===== src/common/dssa_pkg.sv =====
`default_nettype none
package dssa_pkg;

  localparam int unsigned DataWidth  = 64;
  localparam int unsigned FuncWidth  = 6;
  localparam int unsigned CountWidth = 6;

  // Register-format major opcode and function codes
  localparam logic [5:0] OpcRegFormat       = 6'h00;
  localparam logic [5:0] FnArithShiftHigh   = 6'h3F;
  localparam logic [5:0] FnArithShiftVar    = 6'h17;
  localparam logic [5:0] FnLogicShiftLow    = 6'h3A;
  localparam logic [5:0] FnLogicShiftHigh   = 6'h3E;
  localparam logic [5:0] FnLogicShiftVar    = 6'h16;
  localparam logic [5:0] FnTrappingSubtract = 6'h2E;
  localparam logic [5:0] FnModuloSubtract   = 6'h2F;

  // Offset added to the immediate count by the high forms
  localparam logic [5:0] HighShiftBias = 6'h20;

  // Execute latency in cycles
  localparam int unsigned ExecLatency = 1;

  // Reset values
  localparam logic [63:0] ResultReset = 64'h0000_0000_0000_0000;

  typedef enum logic [2:0] {
    DSSA_OP_NONE,
    DSSA_OP_SHIFT,
    DSSA_OP_TRAP_SUB,
    DSSA_OP_MOD_SUB,
    DSSA_OP_RESERVED
  } dssa_op_e;

  // Decoded instruction from the pipeline
  typedef struct packed {
    logic        valid;
    logic [5:0]  opcode;
    logic [5:0]  func;
    logic [4:0]  immShiftCount;
    logic [4:0]  destIndex;
    logic [63:0] operandAReg;
    logic [63:0] operandBReg;
  } dssa_req_s;

  // Writeback and exception answer
  typedef struct packed {
    logic        valid;
    logic        writeEnable;
    logic [4:0]  destIndex;
    logic [63:0] result;
    logic        intOverflow;
    logic        reservedInstr;
  } dssa_rsp_s;

endpackage : dssa_pkg
`default_nettype wire


===== src/rtl/dssa_alu.sv =====
`default_nettype none
// Notes on behaviour
// - High arithmetic shift: imm plus 32, sign fill
// - Variable arithmetic shift: low six bits, sign fill
// - Low logical shift: imm 0..31, zero fill
// - High logical shift: imm plus 32, zero fill
// - Variable logical shift: low six bits, zero fill
// - Trapping subtract: overflow blocks write, raises trap
// - Modulo subtract writes difference, never traps
// - Neither the subtracts nor the shifts flag reserved instruction; other opcodes and function codes do
module dssa_alu
  import dssa_pkg::*;
(
  input  wire logic                clk,
  input  wire logic                rst,
  input  wire dssa_pkg::dssa_req_s req,
  output logic                     rspValid,
  output logic                     rspWriteEnable,
  output logic [4:0]               rspDestIndex,
  output logic [63:0]              rspResult,
  output logic                     rspIntOverflow,
  output logic                     rspReservedInstr
);
  import dssa_pkg::*;

  typedef struct packed {
    dssa_rsp_s rsp;
  } dssa_state_s;

  dssa_state_s stateQ;
  dssa_state_s stateD;

  dssa_op_e         opKind;
  logic [5:0]       shiftCount;
  logic             shiftArith;
  logic [63:0]      shifted;
  logic [64:0]      wideDiff;
  logic             overflow;

  // Classify a function code under the register-format opcode
  function automatic dssa_op_e classify(input logic [5:0] opc, input logic [5:0] fn);
    if (opc != OpcRegFormat) begin
      return DSSA_OP_RESERVED;
    end
    unique case (fn)
      FnArithShiftHigh, FnArithShiftVar, FnLogicShiftLow,
      FnLogicShiftHigh, FnLogicShiftVar: return DSSA_OP_SHIFT;
      FnTrappingSubtract:                return DSSA_OP_TRAP_SUB;
      FnModuloSubtract:                  return DSSA_OP_MOD_SUB;
      default:                           return DSSA_OP_RESERVED;
    endcase
  endfunction : classify

  // Decode and shift count selection
  always_comb begin
    opKind     = req.valid ? classify(req.opcode, req.func) : DSSA_OP_NONE;
    shiftArith = 1'b0;
    shiftCount = {1'b0, req.immShiftCount};
    unique case (req.func)
      FnArithShiftHigh: begin
        shiftArith = 1'b1;
        shiftCount = HighShiftBias | {1'b0, req.immShiftCount};
      end
      FnArithShiftVar: begin
        shiftArith = 1'b1;
        shiftCount = req.operandAReg[5:0];
      end
      FnLogicShiftHigh: begin
        shiftCount = HighShiftBias | {1'b0, req.immShiftCount};
      end
      FnLogicShiftVar: begin
        shiftCount = req.operandAReg[5:0];
      end
      default: begin
        shiftCount = {1'b0, req.immShiftCount};
      end
    endcase
  end

  dssa_shifter #(
    .Width (DataWidth)
  ) u_shifter (
    .source  (req.operandBReg),
    .count   (shiftCount),
    .arith   (shiftArith),
    .shifted (shifted)
  );

  // Sign-extended 65-bit difference and overflow test
  always_comb begin
    wideDiff = {req.operandAReg[63], req.operandAReg} - {req.operandBReg[63], req.operandBReg};
    overflow = wideDiff[64] != wideDiff[63];
  end

  // Next answer
  always_comb begin
    stateD                   = stateQ;
    stateD.rsp.valid         = req.valid;
    stateD.rsp.destIndex     = req.destIndex;
    stateD.rsp.writeEnable   = 1'b0;
    stateD.rsp.intOverflow   = 1'b0;
    stateD.rsp.reservedInstr = 1'b0;
    unique case (opKind)
      DSSA_OP_SHIFT: begin
        stateD.rsp.result      = shifted;
        stateD.rsp.writeEnable = 1'b1;
      end
      DSSA_OP_TRAP_SUB: begin
        stateD.rsp.result      = wideDiff[63:0];
        stateD.rsp.writeEnable = !overflow;
        stateD.rsp.intOverflow = overflow;
      end
      DSSA_OP_MOD_SUB: begin
        stateD.rsp.result      = wideDiff[63:0];
        stateD.rsp.writeEnable = 1'b1;
      end
      DSSA_OP_RESERVED: begin
        stateD.rsp.reservedInstr = 1'b1;
      end
      DSSA_OP_NONE: begin
        stateD.rsp.valid = 1'b0;
      end
    endcase
  end

  // State register
  always_ff @(posedge clk) begin
    if (rst) begin
      stateQ.rsp <= '{valid: 1'b0, writeEnable: 1'b0, destIndex: 5'h00,
                      result: ResultReset, intOverflow: 1'b0, reservedInstr: 1'b0};
    end else begin
      stateQ <= stateD;
    end
  end

  assign rspValid         = stateQ.rsp.valid;
  assign rspWriteEnable   = stateQ.rsp.writeEnable;
  assign rspDestIndex     = stateQ.rsp.destIndex;
  assign rspResult        = stateQ.rsp.result;
  assign rspIntOverflow   = stateQ.rsp.intOverflow;
  assign rspReservedInstr = stateQ.rsp.reservedInstr;

  // Checks
  function automatic logic isGood(input dssa_req_s r, input logic [5:0] fn);
    return r.valid && r.opcode == OpcRegFormat && r.func == fn;
  endfunction : isGood

  property p_arith_high;
    @(posedge clk) disable iff (rst)
    isGood(req, FnArithShiftHigh) |=> rspWriteEnable &&
      rspResult == 64'($signed($past(req.operandBReg)) >>> (32 + $past(req.immShiftCount)));
  endproperty
  a_arith_high: assert property (p_arith_high) else $error("high arith shift wrong");

  property p_arith_var;
    @(posedge clk) disable iff (rst)
    isGood(req, FnArithShiftVar) |=>
      rspResult == 64'($signed($past(req.operandBReg)) >>> $past(req.operandAReg[5:0]));
  endproperty
  a_arith_var: assert property (p_arith_var) else $error("variable arith shift wrong");

  property p_logic_low;
    @(posedge clk) disable iff (rst)
    isGood(req, FnLogicShiftLow) |=>
      rspResult == ($past(req.operandBReg) >> $past(req.immShiftCount));
  endproperty
  a_logic_low: assert property (p_logic_low) else $error("low logic shift wrong");

  property p_logic_high;
    @(posedge clk) disable iff (rst)
    isGood(req, FnLogicShiftHigh) |=>
      rspResult == ($past(req.operandBReg) >> (32 + $past(req.immShiftCount)));
  endproperty
  a_logic_high: assert property (p_logic_high) else $error("high logic shift wrong");

  property p_logic_var;
    @(posedge clk) disable iff (rst)
    isGood(req, FnLogicShiftVar) |=>
      rspResult == ($past(req.operandBReg) >> $past(req.operandAReg[5:0]));
  endproperty
  a_logic_var: assert property (p_logic_var) else $error("variable logic shift wrong");

  property p_trap_sub;
    @(posedge clk) disable iff (rst)
    isGood(req, FnTrappingSubtract) && overflow |=> rspIntOverflow && !rspWriteEnable;
  endproperty
  a_trap_sub: assert property (p_trap_sub) else $error("overflow not trapped");

  property p_mod_sub;
    @(posedge clk) disable iff (rst)
    isGood(req, FnModuloSubtract) |=> !rspIntOverflow && rspWriteEnable &&
      rspResult == $past(req.operandAReg) - $past(req.operandBReg);
  endproperty
  a_mod_sub: assert property (p_mod_sub) else $error("modulo subtract wrong");

  property p_reserved;
    @(posedge clk) disable iff (rst)
    req.valid && req.opcode != OpcRegFormat |=> rspReservedInstr && !rspWriteEnable;
  endproperty
  a_reserved: assert property (p_reserved) else $error("reserved not flagged");

  property p_latency;
    @(posedge clk) disable iff (rst)
    req.valid |-> ##1 rspValid;
  endproperty
  a_latency: assert property (p_latency) else $error("answer not in one cycle");

  c_overflow: cover property (@(posedge clk) disable iff (rst) rspIntOverflow);
  c_reserved: cover property (@(posedge clk) disable iff (rst) rspReservedInstr);
  c_shift63:  cover property (@(posedge clk) disable iff (rst)
                isGood(req, FnArithShiftVar) && req.operandAReg[5:0] == 6'h3F);
endmodule : dssa_alu
`default_nettype wire


===== src/rtl/dssa_shifter.sv =====
`default_nettype none
module dssa_shifter #(
  parameter int unsigned Width = 64
) (
  input  wire logic [Width-1:0] source,
  input  wire logic [5:0]       count,
  input  wire logic             arith,
  output logic      [Width-1:0] shifted
);
  // Sign or zero fill selected by arith
  always_comb begin
    shifted = Width'($signed({arith & source[Width-1], source}) >>> count);
  end
endmodule : dssa_shifter
`default_nettype wire


===== config.mk =====
export PLATFORM = sky130hd
export DESIGN_NAME = dssa_alu
export DESIGN_NICKNAME = d
export VERILOG_FILES = /design/src/common/dssa_pkg.sv /design/src/rtl/dssa_alu.sv /design/src/rtl/dssa_shifter.sv
export SDC_FILE = /design/constraint.sdc
export NUM_CORES = 1
export LEC_CHECK = 0
export ABC_AREA = 1
export ABC_CLOCK_PERIOD_IN_PS = 6300
export BUFFER_PORTS_ARGS = -buffer_cell sky130_fd_sc_hd__buf_4
export CORE_ASPECT_RATIO = 0.8
export CORE_MARGIN = 3
export CORE_UTILIZATION = 29
export DETAILED_ROUTE_END_ITERATION = 6
export GPL_TIMING_DRIVEN = 0
export HOLD_SLACK_MARGIN = 0.02
export PLACE_DENSITY_LB_ADDON = 0.2
export SLEW_MARGIN = 20
export SYNTH_ARGS = -nofsm -noshare
export SYNTH_HDL_FRONTEND = slang
export SYNTH_HIERARCHICAL = 1
export SYNTH_SLANG_ARGS = --single-unit

===== constraint.sdc =====
create_clock -name clk -period 6.3 [get_ports clk]
set_input_delay 1.26 -clock clk [delete_from_list [all_inputs] [get_ports clk]]
set_output_delay 1.26 -clock clk [all_outputs]
set_load 0.05 [all_outputs]

After elaboration in Yosys (flattened, before gate mapping)
Index checks and enable logic that the tools add are counted.

storage, ports and cells
  input port bits = 153
  register bits after elaboration = 73
  logic and storage cells = 44
  output and inout port bits = 73

operators by class
  shifts and indexed selects = 1
  add/subtract/negate cells = 1
  bitwise operators = 2
  multiplexer cells = 10
  reduce and logical (&&, ||, !) cells = 12
  eq/ne operators = 12

operators with widths
  kind                  count
  $pmux W64 S2          1
  $sshr A65 B6 Y64      1
  $sub A64 B64 Y65      1
  $eq A6 B6 Y1 const B  5
  $reduce_or A2 Y1      7
  $eq A6 B5 Y1 const B  2
  $pmux W6 S2           1
  $mux W3               3
  $pmux W3 S3           1
  $eq A3 B2 Y1 const B  2
  $reduce_bool A6 Y1    1
  $reduce_or A5 Y1      1
  $eq A3 B1 Y1 const B  1
  $eq A3 B3 Y1 const B  1
  $logic_not A3 Y1      1
  $mux W1               3
  $pmux W1 S2           1
  $reduce_bool A2 Y1    1
  $and A1 B1 Y1         1
  $logic_not A1 Y1      1
  $ne A1 B1 Y1          1
  $not A1 Y1            1

Longest topological paths before layout
  depth after elaboration = 8
  gate-level depth with buffers = 22
  mapped depth without buffers = 20

Hierarchy
Netlist, hierarchy kept.

modules (own cells, without submodules)
  module        area an instance (µm²)  times used  cells an instance  seq. area each (µm²)
  dssa_alu      8549.4                  1           1568               1461.4
  dssa_shifter  4181.5                  1           929                0.0

Worst setup path before layout
Ideal clock, no wire load.

  path kind = input to register
  from = input port req[143] in the netlist's numbering
  to = register stateQ, in the netlist rspResult[0]
  setup time = 0.117 ns
  path slack = 3.039 ns
  stages on the path = 20
  path buffers = 3
  required time = 6.183 ns
  arrival time = 3.144 ns
  path through = inv_1 nand2_1 nor2_1 nand3_2 o21ai_0 buf_6 inv_2 buf_6 buf_8 nand2_1 nand3_1 nand3_1 nand3_1 nand2_1 nand2_1 nand3_1 nand2_1 nand2_1 o21ai_0 a22o_1

between the ends
  elaborated cells between the ends (all ways) = 24
  those cells by class = eq/ne: 10; shift: 1; mux: 6; bitwise: 1; reduce/logical: 6

RTL lines
  item                                          line                text
  start: declaration                            dssa_alu.sv:16      input wire dssa_pkg::dssa_req_s req,
  $eq A6 B5 Y1 or $eq A6 B6 Y1 (tied branches)  dssa_alu.sv:59      unique case (req.func)
  $reduce_or A2 Y1 (no source line)             n/a
  $pmux W6 S2 (*)                               dssa_alu.sv:59
  via shiftCount[0]                             dssa_alu.sv:34      logic [5:0] shiftCount;
  $sshr A65 B6 Y64 (*)                          dssa_shifter.sv:12  shifted = Width'($signed({arith & source[Width-1], source}) >>> count);
  via shifted[0]                                dssa_alu.sv:36      logic [63:0] shifted;
  $pmux W64 S2 (*)                              dssa_alu.sv:103     unique case (opKind)
  end signal: assignment                        dssa_alu.sv:132     stateQ <= stateD;
  end: declaration                              dssa_alu.sv:30      dssa_state_s stateQ;

The timed path passes the listed nets; every way through them passes the cells marked *.
A chain may end at the register's enable or synchronous reset.

Final worst setup path
  from = input port req[143] in the netlist's numbering
  to = register stateQ, in the netlist rspResult[17]

Same word-level chain as after synthesis.

==> key figures <==
Status
  • Outcome: complete, no violations

Layout
  • # fillers: just over 5,000
  • Seq. cell area: around 0.0015 mm2
  • Final nets: ~3,000
  • Layout area overhead: 21.0%
  • Share of layout cells above drive strength 1: 0.111
  • Multi-input gate area: about 0.0097 mm2

Synthesis
  • Synthesized cell area: roughly 0.013 mm2
  • Simple-Gate Fraction of Synth Area: 0.558
  • Post-synth top area share: 0.250
  • Multiplexer share of the synthesized area: 0
  • Async S/R FF share, synth: 0
  • Avg Cell Area, Syn: about 5.1 um2
  • Post-Synth XOR/XNOR Area: 0.0186
  • Syn Nets: approximately 2,700
  • Adder-Cell Fraction of Synth Area: 0.0645
  • Main combinational cell family by area after synthesis: simple AND/OR/NAND/NOR gates
  • YS warnings: 6
  • Seq/Total Area, Yosys: 0.115
  • Top cells by area, synth: nand2_1 25%, nand3_1 23%, dfxtp_1 11%
  • Post-Syn Instances: between 2,000 and 2,500
  • Top_reg_cell synth: dfxtp_1
  • Yosys top cell by area: nand2_1
  • EDFF count, synth: 0
  • #FFs+latches synth: 73
  • Synth Area in Compound Gates: 0.119
  • Netlist cell types: 40

Placed design
  • GP Congestion: around 1.0
  • HPWL after DPL: about 70 mm
  • Placement Setup Slack: approximately 1.8 ns
  • Number of port buffers: approximately 230

Pwr
  • PD cells: about 150 mW/mm2
  • Lkg Pwr: 0.00819 uW
  • Pwr Total: roughly 2300 uW
  • Peak supply drop: between 0.09 and 0.1 mV

Detailed routing
  • Pre-antenna DRT Iters: 5
  • DR vias/cell: between 5 and 6
  • Total wire length: between 70 and 80 mm
  • Drt initial violations: around 2,300
  • Routed vias: between 15,000 and 20,000
  • Wire per inst: around 24 um
  • DRC: 0
  • ANT nets after route: 0

Hold path
  • Hold Crit Endpoint: rspResult[61]$_SDFFE_PP0P_
  • Hold_sp: rspResult[61]$_SDFFE_PP0P_
  • Class of the worst hold path: reg2reg
  • WHS Path Cells: 2

Critical path
  • Crit path DAT: 4.56 ns
  • Most used cell, CP: nand2_1
  • Crit-path cells: buf_4, inv_1, nand2_1, nor2_1, nand3_2, inv_1, nand2_1, nand2_1, clkbuf_1, buf_2, nand3_1, nand2_1, nand2_1, nand3_1, nand2_1, o21ai_0, a21oi_1
  • Worst Path Required: between 6 and 7 ns
  • R2R cell count: 4
  • R2R Setup Slk: between 5 and 6 ns
  • R2R Path Start: rspResult[28]$_SDFFE_PP0P_
  • CP startpoint kind: primary input
  • Reg2reg end: rspResult[28]$_SDFFE_PP0P_
  • Crit Path Class: in2reg
  • Crit-path slowest cell: o21ai_0
  • Critical path buffer and inverter count: 5
  • Top delay family on crit path: simple AND/OR/NAND/NOR gates
  • CP Max Fanout: 10
  • Setup crit end kind: flip-flop
  • Largest stage delay, worst path: around 0.49 ns

Die
  • Core area: 0.0432 mm2
  • FP Rows: about 70
  • Initial Util: 0.295
  • Die ar.: 0.0465 mm2
  • Die height: around 190 um
  • Ports: approximately 230
  • Die X: 240 um

STA
  • Skew final: 0 ns
  • Relative slew slack: 0.301
  • Fin crit share: 0.693
  • Final setup fails: 0
  • Fmax: roughly 230 MHz
  • Setup TNS Final: 0 ns
  • Worst setup margin: approximately 1.9 ns
  • Minimum hold slack: between 0.4 and 0.5 ns
  • Endpoints failing hold: 0
  • Slew @ Worst Pin: between 1 and 1.5 ns
  • Minimum clock period: 4.36 ns
  • Max Slew Vio Count: 0
  • Unrepaired setup endpoints after global routing: no

Clock tree
  • H-tree levels: 3
  • TritonCTS Buffers: 9
  • CTS Hold Buffers Added: 0
  • Cts repair resizes: 0
  • Clock transition at the registers of the reported paths: approximately 0.07 ns
  • Clk sinks: 73
  • TritonCTS clock tree: built
  • CTS Buffer Depth: 2
  • Worst-Skew Late Latency: 0.33 ns
  • Clk root buf: clkbuf_16
  • Setup bufs post-CTS: 0

Global route
  • Antenna violations before repair: 1
  • Vias in the first global route: ~17,000
  • Grt ovf: 0
  • GRT Util Overall: 0.330
  • Wire length of the first global-routing pass: approximately 110 mm
  • Largest net degree at the start of global routing: 16

Job
  • Maxcap violations: 0
==> through the flow <==
| stage | area (um2) | util | cells |
|---|---|---|---|
| after global placement | 15100 | 0.350 | 3282 |
| after CTS | 15400 | 0.356 | 3298 |
| final | 15400 | 0.357 | 3299 |
| after detailed placement | 15100 | 0.350 | 3282 |
| after global routing | 15400 | 0.356 | 3298 |
| after floorplan | 12700 | - | 2497 |
==> state kept, by name, summed over array words and instances (netlist names) <==
signal	flops
rspResult	64
rspDestIndex	5
rspIntOverflow	1
rspReservedInstr	1
rspValid	1
rspWriteEnable	1
==> worst min-delay path: cells and delay by family (launching register included) <==
kind             cells  cell delay, ns
DFF                  1            0.31
and+or+nand+nor      2            0.11
==> worst max path at each step <==
stage | start | to | slack [ns] | cells after the start
floorplan | req[143] | rspResult[0]$_SDFFE_PP0P_ | 3.04 | 20
global placement | req[143] | rspResult[31]$_SDFFE_PP0P_ | 1.77 | 17
detailed placement | req[143] | rspResult[31]$_SDFFE_PP0P_ | 1.80 | 17
CTS | req[143] | rspResult[31]$_SDFFE_PP0P_ | 2.12 | 17
global route | req[143] | rspResult[12]$_SDFFE_PP0P_ | 1.83 | 19
finish | req[143] | rspResult[17]$_SDFFE_PP0P_ | 1.94 | 17
==> cell type report <==
cell class,count,area share
clock buffers,9,0.0146
diodes,1,0.000162
inverters,289,0.0706
repair buffers,225,0.110
flip-flops and latches,73,0.0948
plain buffers,108,0.0334
clock inverters,7,0.00390
well taps,560,0.0455
multi-input cells,2027,0.627
==> cell usage in the layout (no fill, tap or decap), types with 27 or more instances in the layout <==
| cell | Yosys | routed |
|---|---|---|
| a21oi_1 | 119 | 119 |
| buf_1 | 27 | 27 |
| buf_2 | 30 | 30 |
| buf_4 | 0 | 225 |
| clkbuf_1 | 42 | 42 |
| dfxtp_1 | 73 | 73 |
| ha_1 | 64 | 64 |
| inv_1 | 280 | 280 |
| nand2_1 | 847 | 847 |
| nand3_1 | 574 | 574 |
| nor2_1 | 185 | 185 |
| o21ai_0 | 97 | 97 |
| o21bai_1 | 29 | 29 |
==> synthesized netlist by cell type (2+ instances only) <==
| cell | n |
|---|---|
| o31ai_1 | 2 |
| inv_2 | 8 |
| buf_2 | 30 |
| o21bai_1 | 29 |
| buf_1 | 27 |
| o21ai_0 | 97 |
| nand3b_1 | 4 |
| o211ai_1 | 10 |
| and2_1 | 3 |
| and3_1 | 3 |
| nor2_1 | 185 |
| buf_6 | 8 |
| nor3_1 | 15 |
| a21boi_0 | 2 |
| nand2_1 | 847 |
| nand2_2 | 5 |
| nand4_1 | 8 |
| a31oi_1 | 7 |
| xnor2_1 | 7 |
| a21oi_1 | 119 |
| ha_1 | 64 |
| or2_2 | 4 |
| nor4_1 | 6 |
| o21ai_1 | 6 |
| xor2_1 | 20 |
| clkbuf_1 | 42 |
| dfxtp_1 | 73 |
| nand3_1 | 574 |
| inv_1 | 280 |
| a21o_1 | 2 |
==> routing by layer <==
layer / global-route usage / part of all wire / up-vias
met2: 0.475 / 0.40 / 836
met4: 0.0607 / 0.019 / 2
met3: 0.0432 / 0.084 / 65
met5: 0 / 0.00016 / -
li1: - / - / 8620
met1: 0.517 / 0.49 / 8572
==> cells by family after synthesis <==
family / after synthesis
simple gates: 1659
buf+inv: 397
compound gates: 276
flops: 73
fa+ha+maj: 65
xor+xnor: 27
==> power breakdown <==
part / switching, uW / internal [uW] / total [uW] / leakage [uW]
combinational: 965 / 387 / 1350 / 0.00747
sequential: 0.841 / 464 / 465 / 0.000590
clock: 223 / 274 / 496 / 0.000131
total: 1190 / 1120 / 2310 / 0.00819
Power figures use the tool's default switching activity.
